`src/shared/rxmap_defs.vh`:
```
// constants for the per-port channel map and frame line count block
// assumes a byte-wide register port driven by an i2c target decoder
// Operation
// RULE_01: one register copy per port, selected port
// RULE_02: raw10 channel field bits 7:6, port default
// RULE_03: raw10 type field bits 5:0, default 0x2B
// RULE_04: raw10 settings used only in raw10 mode
// RULE_05: raw12 channel field bits 7:6, port default
// RULE_06: raw12 type field bits 5:0, default 0x2C
// RULE_07: raw12 settings used only in raw12 modes
// RULE_08: csi mode remaps channel through 2-bit map fields
// RULE_09: remap only in csi mode, raw otherwise
// RULE_10: sixteen bit line count as two bytes
// RULE_11: irq enable freezes count until read
// RULE_12: high byte read latches low byte copy
// RULE_13: mode strap 00 csi 01/10 raw12 11 raw10
// RULE_14: lines counted per frame, captured at frame end
`ifndef RXMAP_DEFS_VH
`define RXMAP_DEFS_VH
`define RXMAP_PORTS          4
`define RXMAP_ADDR_RAW10     8'h70
`define RXMAP_ADDR_RAW12     8'h71
`define RXMAP_ADDR_REMAP     8'h72
`define RXMAP_ADDR_LINES_HI  8'h73
`define RXMAP_ADDR_LINES_LO  8'h74
`define RXMAP_RAW10_TYPE_RST 6'h2B
`define RXMAP_RAW12_TYPE_RST 6'h2C
`define RXMAP_REMAP_RST      8'hE4
`define RXMAP_MODE_CSI       2'h0
`define RXMAP_MODE_RAW12_LF  2'h1
`define RXMAP_MODE_RAW12_HF  2'h2
`define RXMAP_MODE_RAW10     2'h3
`define RXMAP_CH_MSB         7
`define RXMAP_CH_LSB         6
`define RXMAP_TYPE_MSB       5
`define RXMAP_FIFO_DEPTH     8
`define RXMAP_FIFO_AW        3
`define RXMAP_PKT_W          10
`define RXMAP_STRAP_CAPTURE  2'h2
`define RXMAP_STRAP_SETTLED  2'h3
`endif

```
`src/design/rxmap_top.v`:
```
// per-port virtual channel / data type mapping and frame line counter
// assumes register strobes from an i2c target on the same clock;
// packet header inputs from the link receiver are same-clock logic
`timescale 1ns/10ps
`default_nettype none
`include "rxmap_defs.vh"
module rxmap_top (
    input  wire       CLK_I,
    input  wire       RESETN_I,
    input  wire [1:0] PORT_SEL_I,
    input  wire       REG_WR_I,
    input  wire       REG_RD_I,
    input  wire [7:0] REG_ADDR_I,
    input  wire [7:0] REG_WDATA_I,
    output reg  [7:0] REG_RDATA_O,
    input  wire [3:0] LINES_CHANGED_IRQ_ENABLE_I,
    input  wire [7:0] PORT_INPUT_MODE_I,
    input  wire [3:0] FRAME_START_I,
    input  wire [3:0] LINE_END_I,
    input  wire [3:0] FRAME_END_I,
    input  wire       PKT_VALID_I,
    output wire       PKT_READY_O,
    input  wire [1:0] PKT_PORT_I,
    input  wire [1:0] PKT_CHANNEL_I,
    input  wire [5:0] PKT_TYPE_I,
    output reg        OUT_VALID_O,
    input  wire       OUT_READY_I,
    output reg  [1:0] OUT_PORT_O,
    output reg  [1:0] OUT_CHANNEL_O,
    output reg  [5:0] OUT_TYPE_O
);
    // ****************************************************************
    // strap capture
    // ****************************************************************
    reg  [7:0] strap_meta;
    reg  [7:0] strap_sync;
    reg  [1:0] strap_age;
    reg  [7:0] port_input_mode;

    always @(posedge CLK_I or negedge RESETN_I) begin
        if (!RESETN_I) begin
            strap_meta      <= 8'h00;
            strap_sync      <= 8'h00;
            strap_age       <= 2'h0;
            port_input_mode <= 8'h00;
        end else begin
            strap_meta <= PORT_INPUT_MODE_I;
            strap_sync <= strap_meta;
            if (strap_age != `RXMAP_STRAP_SETTLED) begin
                strap_age <= strap_age + 2'h1;
            end
            if (strap_age == `RXMAP_STRAP_CAPTURE) begin
                port_input_mode <= strap_sync; // RULE_13
            end
        end
    end

    // ****************************************************************
    // per-port registers and line counters
    // ****************************************************************
    wire [7:0]  raw10_reg   [0:3];
    wire [7:0]  raw12_reg   [0:3];
    wire [7:0]  remap_reg   [0:3];
    wire [15:0] lines_rep   [0:3];
    wire [7:0]  lo_latched  [0:3];
    wire        hi_read     = REG_RD_I && (REG_ADDR_I == `RXMAP_ADDR_LINES_HI);
    wire        lo_read     = REG_RD_I && (REG_ADDR_I == `RXMAP_ADDR_LINES_LO);

    genvar g;
    generate
        for (g = 0; g < `RXMAP_PORTS; g = g + 1) begin : g_port
            reg  [7:0]  raw10_channel_type;
            reg  [7:0]  raw12_channel_type;
            reg  [7:0]  csi_channel_remap;
            reg  [15:0] line_count;
            reg  [15:0] frame_lines;
            reg  [7:0]  frame_lines_low;
            reg         frozen;
            wire        sel = (PORT_SEL_I == g[1:0]);
            wire        wr  = REG_WR_I && sel; // RULE_01

            assign raw10_reg[g]  = raw10_channel_type;
            assign raw12_reg[g]  = raw12_channel_type;
            assign remap_reg[g]  = csi_channel_remap;
            assign lines_rep[g]  = frame_lines;
            assign lo_latched[g] = frame_lines_low;

            always @(posedge CLK_I or negedge RESETN_I) begin
                if (!RESETN_I) begin
                    raw10_channel_type <= {g[1:0], `RXMAP_RAW10_TYPE_RST}; // RULE_02 RULE_03
                    raw12_channel_type <= {g[1:0], `RXMAP_RAW12_TYPE_RST}; // RULE_05 RULE_06
                    csi_channel_remap  <= `RXMAP_REMAP_RST;
                    line_count         <= 16'h0000;
                    frame_lines        <= 16'h0000;
                    frame_lines_low    <= 8'h00;
                    frozen             <= 1'b0;
                end else begin
                    if (wr && REG_ADDR_I == `RXMAP_ADDR_RAW10) begin
                        raw10_channel_type <= REG_WDATA_I;
                    end
                    if (wr && REG_ADDR_I == `RXMAP_ADDR_RAW12) begin
                        raw12_channel_type <= REG_WDATA_I;
                    end
                    if (wr && REG_ADDR_I == `RXMAP_ADDR_REMAP) begin
                        csi_channel_remap <= REG_WDATA_I;
                    end
                    // count lines inside the frame
                    if (FRAME_START_I[g]) begin
                        line_count <= 16'h0000;
                    end else if (LINE_END_I[g]) begin
                        line_count <= line_count + 16'h0001; // RULE_14
                    end
                    // capture at frame end unless frozen awaiting a read
                    if (FRAME_END_I[g] && !frozen) begin
                        frame_lines <= line_count + {15'h0000, LINE_END_I[g]}; // RULE_14
                        if (LINES_CHANGED_IRQ_ENABLE_I[g]) begin
                            frozen <= 1'b1; // RULE_11
                        end
                    end else if (sel && (hi_read || lo_read)) begin
                        frozen <= 1'b0; // RULE_11
                    end else if (!LINES_CHANGED_IRQ_ENABLE_I[g]) begin
                        frozen <= 1'b0;
                    end
                    if (sel && hi_read) begin
                        frame_lines_low <= frame_lines[7:0]; // RULE_12
                    end
                end
            end
        end
    endgenerate

    // ****************************************************************
    // register read
    // ****************************************************************
    reg [7:0] next_rdata;
    always @* begin
        next_rdata = 8'h00;
        case (REG_ADDR_I)
            `RXMAP_ADDR_RAW10:    next_rdata = raw10_reg[PORT_SEL_I];
            `RXMAP_ADDR_RAW12:    next_rdata = raw12_reg[PORT_SEL_I];
            `RXMAP_ADDR_REMAP:    next_rdata = remap_reg[PORT_SEL_I];
            `RXMAP_ADDR_LINES_HI: next_rdata = lines_rep[PORT_SEL_I][15:8]; // RULE_10
            `RXMAP_ADDR_LINES_LO: next_rdata = lo_latched[PORT_SEL_I]; // RULE_10 RULE_12
            default:              next_rdata = 8'h00;
        endcase
    end

    always @(posedge CLK_I or negedge RESETN_I) begin
        if (!RESETN_I) begin
            REG_RDATA_O <= 8'h00;
        end else if (REG_RD_I) begin
            REG_RDATA_O <= next_rdata;
        end
    end

    // ****************************************************************
    // header buffer and channel / type mapping
    // ****************************************************************
    wire                     fifo_valid;
    wire [`RXMAP_PKT_W-1:0]  fifo_data;
    wire                     take = fifo_valid && (!OUT_VALID_O || OUT_READY_I);

    rxmap_fifo #(
        .WIDTH (`RXMAP_PKT_W),
        .DEPTH (`RXMAP_FIFO_DEPTH),
        .AW    (`RXMAP_FIFO_AW)
    ) u_fifo (
        .clk_i       (CLK_I),
        .resetn_i    (RESETN_I),
        .in_valid_i  (PKT_VALID_I),
        .in_ready_o  (PKT_READY_O),
        .in_data_i   ({PKT_PORT_I, PKT_CHANNEL_I, PKT_TYPE_I}),
        .out_valid_o (fifo_valid),
        .out_ready_i (take),
        .out_data_o  (fifo_data)
    );

    wire [1:0] f_port = fifo_data[9:8];
    wire [1:0] f_ch   = fifo_data[7:6];
    wire [5:0] f_type = fifo_data[5:0];
    reg  [1:0] f_mode;
    reg  [7:0] f_remap;
    reg  [1:0] next_channel;
    reg  [5:0] next_type;

    always @* begin
        f_mode       = port_input_mode[2*f_port +: 2];
        f_remap      = remap_reg[f_port];
        next_channel = f_ch;
        next_type    = f_type;
        case (f_mode)
            `RXMAP_MODE_CSI: begin
                next_channel = f_remap[2*f_ch +: 2]; // RULE_08 RULE_09
            end
            `RXMAP_MODE_RAW12_LF, `RXMAP_MODE_RAW12_HF: begin
                next_channel = raw12_reg[f_port][`RXMAP_CH_MSB:`RXMAP_CH_LSB]; // RULE_07
                next_type    = raw12_reg[f_port][`RXMAP_TYPE_MSB:0]; // RULE_07
            end
            `RXMAP_MODE_RAW10: begin
                next_channel = raw10_reg[f_port][`RXMAP_CH_MSB:`RXMAP_CH_LSB]; // RULE_04
                next_type    = raw10_reg[f_port][`RXMAP_TYPE_MSB:0]; // RULE_04
            end
            default: begin
                next_channel = f_ch;
            end
        endcase
    end

    always @(posedge CLK_I or negedge RESETN_I) begin
        if (!RESETN_I) begin
            OUT_VALID_O   <= 1'b0;
            OUT_PORT_O    <= 2'h0;
            OUT_CHANNEL_O <= 2'h0;
            OUT_TYPE_O    <= 6'h00;
        end else if (take) begin
            OUT_VALID_O   <= 1'b1;
            OUT_PORT_O    <= f_port;
            OUT_CHANNEL_O <= next_channel;
            OUT_TYPE_O    <= next_type;
        end else if (OUT_READY_I) begin
            OUT_VALID_O <= 1'b0;
        end
    end
endmodule
`default_nettype wire

```
`src/design/rxmap_fifo.v`:
```
// small synchronous fifo with valid/ready on both sides
// assumes a single clock and active-low asynchronous reset
`timescale 1ns/10ps
`default_nettype none
module rxmap_fifo #(
    parameter WIDTH = 10,
    parameter DEPTH = 8,
    parameter AW    = 3
) (
    input  wire             clk_i,
    input  wire             resetn_i,
    input  wire             in_valid_i,
    output wire             in_ready_o,
    input  wire [WIDTH-1:0] in_data_i,
    output wire             out_valid_o,
    input  wire             out_ready_i,
    output wire [WIDTH-1:0] out_data_o
);
    reg [WIDTH-1:0] mem [0:DEPTH-1];
    reg [AW-1:0]    wr_ptr;
    reg [AW-1:0]    rd_ptr;
    reg [AW:0]      used;
    reg [AW:0]      next_used;
    reg             room;
    wire            push;
    wire            pop;

    // ready comes from a flop so the top output is registered
    assign in_ready_o  = room;
    assign out_valid_o = (used != {(AW+1){1'b0}});
    assign out_data_o  = mem[rd_ptr];
    assign push        = in_valid_i & room;
    assign pop         = out_valid_o & out_ready_i;

    always @* begin
        next_used = used;
        if (push && !pop) begin
            next_used = used + {{AW{1'b0}}, 1'b1};
        end else if (pop && !push) begin
            next_used = used - {{AW{1'b0}}, 1'b1};
        end
    end

    always @(posedge clk_i) begin
        if (push) begin
            mem[wr_ptr] <= in_data_i;
        end
    end

    always @(posedge clk_i or negedge resetn_i) begin
        if (!resetn_i) begin
            wr_ptr <= {AW{1'b0}};
            rd_ptr <= {AW{1'b0}};
            used   <= {(AW+1){1'b0}};
            room   <= 1'b1;
        end else begin
            if (push) begin
                wr_ptr <= wr_ptr + {{(AW-1){1'b0}}, 1'b1};
            end
            if (pop) begin
                rd_ptr <= rd_ptr + {{(AW-1){1'b0}}, 1'b1};
            end
            used <= next_used;
            room <= (next_used != DEPTH[AW:0]);
        end
    end
endmodule
`default_nettype wire

```
`config.mk`:
```
export PLATFORM = sky130hd
export DESIGN_NAME = rxmap_top
export DESIGN_NICKNAME = d
export VERILOG_FILES = /design/src/design/rxmap_top.v /design/src/design/rxmap_fifo.v
export VERILOG_INCLUDE_DIRS = /design/src /design/src/shared
export SDC_FILE = /design/constraint.sdc
export NUM_CORES = 1
export LEC_CHECK = 0
export BUFFER_PORTS_ARGS = -buffer_cell sky130_fd_sc_hd__buf_2
export CORE_ASPECT_RATIO = 1.75
export CORE_MARGIN = 3
export CORE_UTILIZATION = 50
export CTS_BUF_LIST = sky130_fd_sc_hd__clkbuf_8 sky130_fd_sc_hd__clkbuf_16
export DETAILED_ROUTE_END_ITERATION = 7
export MAX_ROUTING_LAYER = met4
export PLACE_DENSITY = 0.74
export SLEW_MARGIN = 20
export SYNTH_ARGS = -nofsm -noshare
export SYNTH_HDL_FRONTEND = slang
export SYNTH_SLANG_ARGS = --single-unit
```
`constraint.sdc`:
```
create_clock -name CLK_I -period 3.7 [get_ports CLK_I]
set_input_delay 0.74 -clock CLK_I [delete_from_list [all_inputs] [get_ports CLK_I]]
set_output_delay 0.74 -clock CLK_I [all_outputs]
set_load 0.03 [all_outputs]
```
# Word-level counts from Yosys, hierarchy flattened
# Memory sizes are Yosys's and may differ from the RTL's.
# Cells that the tools add are included.
# Widths: inputs -> output; s select.
[word_totals]
ff_bits = 316
ram_bits = 80
input_bits = 58
output_inout_bits = 20
n_memories = 1
[classes]
n_addsub = 13
n_lt_le_gt_ge = 2
n_eq_ne = 22
n_shift = 2
n_mux = 57
n_bitwise = 4
reduce_logical = 55
[memory_table]
columns = ["memory", "words", "width", "rd", "rd_ports_with_merged_regs", "wr", "line_no", "text"]
rows = [
  ["u_fifo.mem", 8, 10, 1, 0, 1, "rxmap_fifo.v:19", "reg [WIDTH-1:0] mem [0:DEPTH-1];"],
]
[op_table]
columns = ["operator", "count"]
rows = [
  ["$mux 16", 10],
  ["$bmux 8 s2", 7],
  ["$mux 8", 14],
  ["$add 16x1->16", 4],
  ["$add 16x1->16 const B", 4],
  ["$eq 8x7->1 const B", 5],
  ["$pmux 8 s5", 1],
  ["$logic_and 1x1->1", 33],
  ["$bmux 16 s2", 1],
  ["$mux 1", 20],
  ["$shiftx 8x4->2", 2],
  ["$ne 3x1->1 const B", 4],
  ["$pmux 6 s2", 1],
  ["$eq 2x2->1 const B", 5],
  ["$ne 2x2->1 const B", 5],
  ["$reduce_bool 2->1", 5],
  ["$mux 4", 2],
  ["$reduce_and 2->1", 4],
  ["$logic_not 1->1", 7],
  ["$add 3x1->3 const B", 2],
  ["$ge 3x3->1 const B", 2],
  ["$not 2->3", 2],
  ["$pmux 2 s3", 1],
  ["$add 4x1->4 const B", 1],
  ["9 further kinds", 13],
]

# Longest topological paths before layout
[logic_depth]
depth_word = 8
mapped_depth = 13

# Modules after synthesis
# A second synthesis with hierarchy kept.
[unflattened]
hier_cells = 1532
hier_area_um2 = 18954.4
[modules_own_cells]
columns = ["module", "instances", "cells_each", "area_each_um2"]
rows = [
  ["rxmap_top", 1, 1351, 15315.9],
  ["rxmap_fifo", 1, 181, 3638.5],
]

# Worst setup path after synthesis
# OpenSTA, ideal clock, no wires.
[synth_path]
path_type = "register -> register"
from = "register u_fifo.rd_ptr[0]"
to = "register OUT_CHANNEL_O[1]"
setup_ns = 0.096
arrival_ns = 2.708
required_ns = 3.604
path_slack_ns = 0.896
path_stages_with_launch = 12
path_buffers = 4
synth_period_minus_slack_ns = 2.804
path_cell_list = "dfrtp_1 > buf_6 > mux4_2 > mux2i_4 > buf_4 > buf_4 > mux2i_1 > mux2i_1 > ha_1 > buf_2 > o211ai_1 > a311oi_2"
[synth_via]
elab_chain_cells = 7
elab_cells_between_ends = 19
classes_between = "eq/ne (3); shift (2); mux (10); bitwise (1); reduce/logical (2); memory (1)"
[synth_rtl]
columns = ["element", "line_no", "text"]
rows = [
  ["from (decl)", "rxmap_fifo.v:21", "reg [AW-1:0] rd_ptr;"],
  ["from (signal assigned)", "rxmap_fifo.v:53", "rd_ptr <= {AW{1'b0}};"],
  ["from (signal assigned)", "rxmap_fifo.v:61", "rd_ptr <= rd_ptr + {{(AW-1){1'b0}}, 1'b1};"],
  ["$mem_v2 8x10 *", "n/a", ""],
  ["$not 2->3 (not written as such)", "rxmap_top.v:188, rxmap_top.v:196, rxmap_top.v:200", ""],
  ["$bmux 8 s2", "rxmap_top.v:188", "f_remap = remap_reg[f_port];"],
  ["$mux 8 (not written as such) (2 in series)", "rxmap_top.v:188", ""],
  ["$shiftx 8x4->2", "rxmap_top.v:193", "next_channel = f_remap[2*f_ch +: 2];"],
  ["$pmux 2 s3 *", "rxmap_top.v:191", "case (f_mode)"],
  ["to (signal assigned)", "rxmap_top.v:218", "OUT_CHANNEL_O <= next_channel;"],
  ["to (decl)", "rxmap_top.v:29", "output reg [1:0] OUT_CHANNEL_O,"],
]
# Every way passes the cells marked *; elsewhere a longest branch is shown, timed or not. The select of a mux whose other input is x is not followed.
# A chain may end at the register's enable or synchronous reset.

# Worst setup path in the final report
# Same ends and word-level chain as after synthesis.

==> results.json <==
{
  "outcome": "completed",
  "antenna_found_initial": 0,
  "p_clk_share_pct": 33.9,
  "cts_setup_buffers": 0,
  "ys_seq_elements": 396,
  "synthFlopType": "dfrtp_1",
  "final_common_cell": "dfrtp_1",
  "cts_hold_buf": 0,
  "leakagePower_nw": 8.745,
  "final_cell_mix": "263 x dfrtp_1, 165 x mux2_2, 138 x nand2_1",
  "crit_path_max_fanout": 9,
  "h-tree-depth": 2,
  "powerDensity_nw_per_um2": 559.6,
  "critical_path_class": "reg -> reg",
  "critical_path.cell_chain": "mux4_1, mux2i_4, mux2i_1, inv_1, ha_1, nor2b_1, a311oi_2",
  "grt_max_degree": 92,
  "yosysTopAreaCellShare_pct": 35.35,
  "core_area_um2": 36370,
  "design_power_total_mw": 11.61,
  "drive_gt1_share_pct": 29.04,
  "relSlewSlack_pct": 29.90,
  "ioPinCount": 78,
  "port-buffer-count": 77,
  "die_x_um": 151.9,
  "fin_nets": 1599,
  "swShare_pct": 29.65,
  "fp-row-count": 92,
  "drt-pass1-iter-count": 7,
  "setup_viol": 0,
  "die-area_um2": 39680,
  "startpoint": "u_fifo.rd_ptr[0]",
  "timing.rr.start": "u_fifo.rd_ptr[0]",
  "drt-initial-drc-count": 675,
  "seqPwrFrac_pct": 43.2,
  "ys_seq_area_share_pct": 55.73,
  "syn_to_final_growth_pct": 11.42,
  "rsz0062_at_grt": "no",
  "initial_core_util_pct": 51.19,
  "ctsResizeCount": 0,
  "cpPeakStageDelay_ns": 0.64,
  "wire_per_inst_um": 21.89,
  "clk_latency_ns": 0.53,
  "syn_area_um2": 18620,
  "clock_path_buffers": 3,
  "slowest_stage": "mux4_1",
  "cp_top_family": "multiplexers",
  "cts_sinks": 396,
  "overflow": 0,
  "arrival_ns": 3.49,
  "synth_cells": 1458,
  "timing.final.crit_share_pct": 84.50,
  "regArea_um2": 10380,
  "p_int_mw": 8.167,
  "path_buf_inv": 1,
  "cts_tree": "built",
  "nFillCells": 3046,
  "viasPerCell": 5.899,
  "drv_slew": 0,
  "tightest_slew_ns": 1.048,
  "synth_async_sr_flop_share_pct": 79.80,
  "wl_um": 44120,
  "p_comb_share_pct": 22.9,
  "grt_pass1_wl_um": 69490,
  "drcViolationCount": 0,
  "skew_ns": 0.01233,
  "antennaDiodeCount": 0,
  "syn_nets": 1537,
  "yosys_warnings": 0,
  "multiInputGateArea_um2": 7831,
  "r2r_slack_ns": 0.57,
  "numCtsBuffers": 37,
  "finalHoldViolCount": 0,
  "fin_setup_tns_ns": 0,
  "synth.distinct_cells": 51,
  "fmax_ghz": 0.3199,
  "synth-edff-count": 80,
  "syn_avg_cell_area_um2": 12.77,
  "post-synth-top-area-cell": "dfrtp_1",
  "critPathRequiredTime_ns": 4.06,
  "vdd_drop_max_uv": 487.8,
  "grt_usage_pct": 22.92,
  "hold_class": "in -> async",
  "dieHeight_um": 261.3,
  "r2r_cells": 7,
  "fin_crit_ns": 3.126,
  "cp-end-kind": "flop",
  "critPathLaunchType": "flop",
  "clock-root-buffer": "clkbuf_16",
  "routabilityCongestion": 0.9038,
  "vias": 11890,
  "dp_hpwl_um": 31930,
  "r2r-end": "OUT_CHANNEL_O[1]",
  "max_cap_viol_count": 0,
  "first_global_vias": 12510,
  "synth_area_leaders": "dfrtp_1 35%, edfxtp_1 13%, mux2_2 10%",
  "cts.clk_slew.worst_paths_ns": 0.07,
  "switching_power_mw": 3.443,
  "antenna_left": 0
}
[per-layer routing]
layer / track usage [%] / vias to the layer above / part of all wire, %
li1: - / 5394 / -
met1: 23.69 / 6039 / 34
met2: 43.02 / 339 / 55
met3: 3.125 / 120 / 5.2
met4: 10.47 / 0 / 5.2
met5: - / - / 0
[worst max path at each step]
stage	slack (ns)	cells past startpoint	to
6_report	0.57	7	OUT_CHANNEL_O[1]
5_1_grt	0.42	7	OUT_TYPE_O[5]
4_1_cts	0.56	7	OUT_CHANNEL_O[1]
3_5_place_dp	0.56	7	OUT_CHANNEL_O[1]
3_3_place_gp	0.59	7	OUT_CHANNEL_O[1]
2_1_floorplan	0.90	11	OUT_CHANNEL_O[1]
[area by class of cell]
type / instances / share of cell area [%]
Clock buffer: 39 / 4.596
Clock inverter: 26 / 1.387
Inverter: 12 / 0.2171
Multi-Input combinational cell: 967 / 37.75
Sequential cell: 396 / 50.02
Tap cell: 470 / 2.835
Timing Repair Buffer: 106 / 3.197
[cells in the mapped netlist, types with 3 or more instances]
library cell	number
mux4_2	56
clkbuf_1	57
nand3_1	29
a31oi_1	18
mux2_1	7
o21a_1	3
and3_1	17
and2_1	4
o211ai_1	18
dfrtp_1	263
o22ai_1	6
mux2i_1	58
a21oi_1	23
nor2b_1	5
xor2_1	51
buf_4	5
xnor2_1	57
buf_1	4
edfxtp_1	80
buf_6	3
nor2_1	107
nor3_1	9
inv_1	12
nor4_1	3
buf_2	13
mux2_2	165
o21ai_0	82
nand2b_1	9
a221oi_1	8
nand2_1	138
or2_2	4
nand4_1	29
dfstp_2	53
ha_1	21
or3_1	17
[worst register-to-register path: cells and delay by family, from the launching register on]
family / cells / cell delay (ns)
AO/OA/AOI/OAI: 1 / 0.19
adder cells (fa/ha/maj): 1 / 0.21
buffers and inverters: 1 / 0.07
flip-flops: 1 / 0.55
multiplexers: 3 / 1.35
AND/OR/NAND/NOR: 1 / 0.58
[stage by stage]
| step | hold WS [ns] | instances | area [um2] | utilization [%] | setup slack [ns] |
|---|---|---|---|---|---|
| 2_1_floorplan | 0.3312 | 1458 | 18620 | - | 0.8964 |
| 3_3_place_gp | 0.3345 | 1951 | 19500 | 53.62 | 0.5914 |
| 3_5_place_dp | 0.3347 | 1951 | 19500 | 53.62 | 0.5567 |
| 4_1_cts | 0.2503 | 2016 | 20740 | 57.03 | 0.5580 |
| 5_1_grt | 0.2720 | 2016 | 20740 | 57.03 | 0.4153 |
| 6_report | 0.2236 | 2016 | 20740 | 57.03 | 0.5736 |
[state kept, by name, indices dropped and copies added, names as in the netlist]
name and count:
u_fifo.in_ready_o 1, OUT_TYPE_O 6, g_port.raw10_channel_type 32, OUT_CHANNEL_O 2, OUT_PORT_O 2, u_fifo.used 4, OUT_VALID_O 1, g_port.line_count 64
g_port.raw12_channel_type 32, REG_RDATA_O 8, u_fifo.wr_ptr 3, strap_age 2, strap_meta 8, u_fifo.rd_ptr 3, u_fifo.mem 80, strap_sync 8
g_port.csi_channel_remap 32, g_port.frozen 4, g_port.frame_lines 64, port_input_mode 8, g_port.frame_lines_low 32
[power groups by stage]
stage	Combinational, mW	Sequential, mW	Clock (mW)
floorplan	1.92	5.12	0
global placement	2.61	5.08	0
detailed placement	2.67	5.10	0
CTS	2.69	5.02	4.02
global route	2.87	5.05	4.18
finish	2.66	5.02	3.93
[cell families after synthesis]
family	Yosys count	synth area share, %
flip-flops	396	55.73
XOR/XNOR	108	5.080
adder cells (fa/ha/maj)	21	1.411
buffers and inverters	95	2.231
multiplexers	290	20.82
AND/OR/NAND/NOR	380	9.347
AO/OA/AOI/OAI	168	5.383
Power figures use the tool's default switching activity.
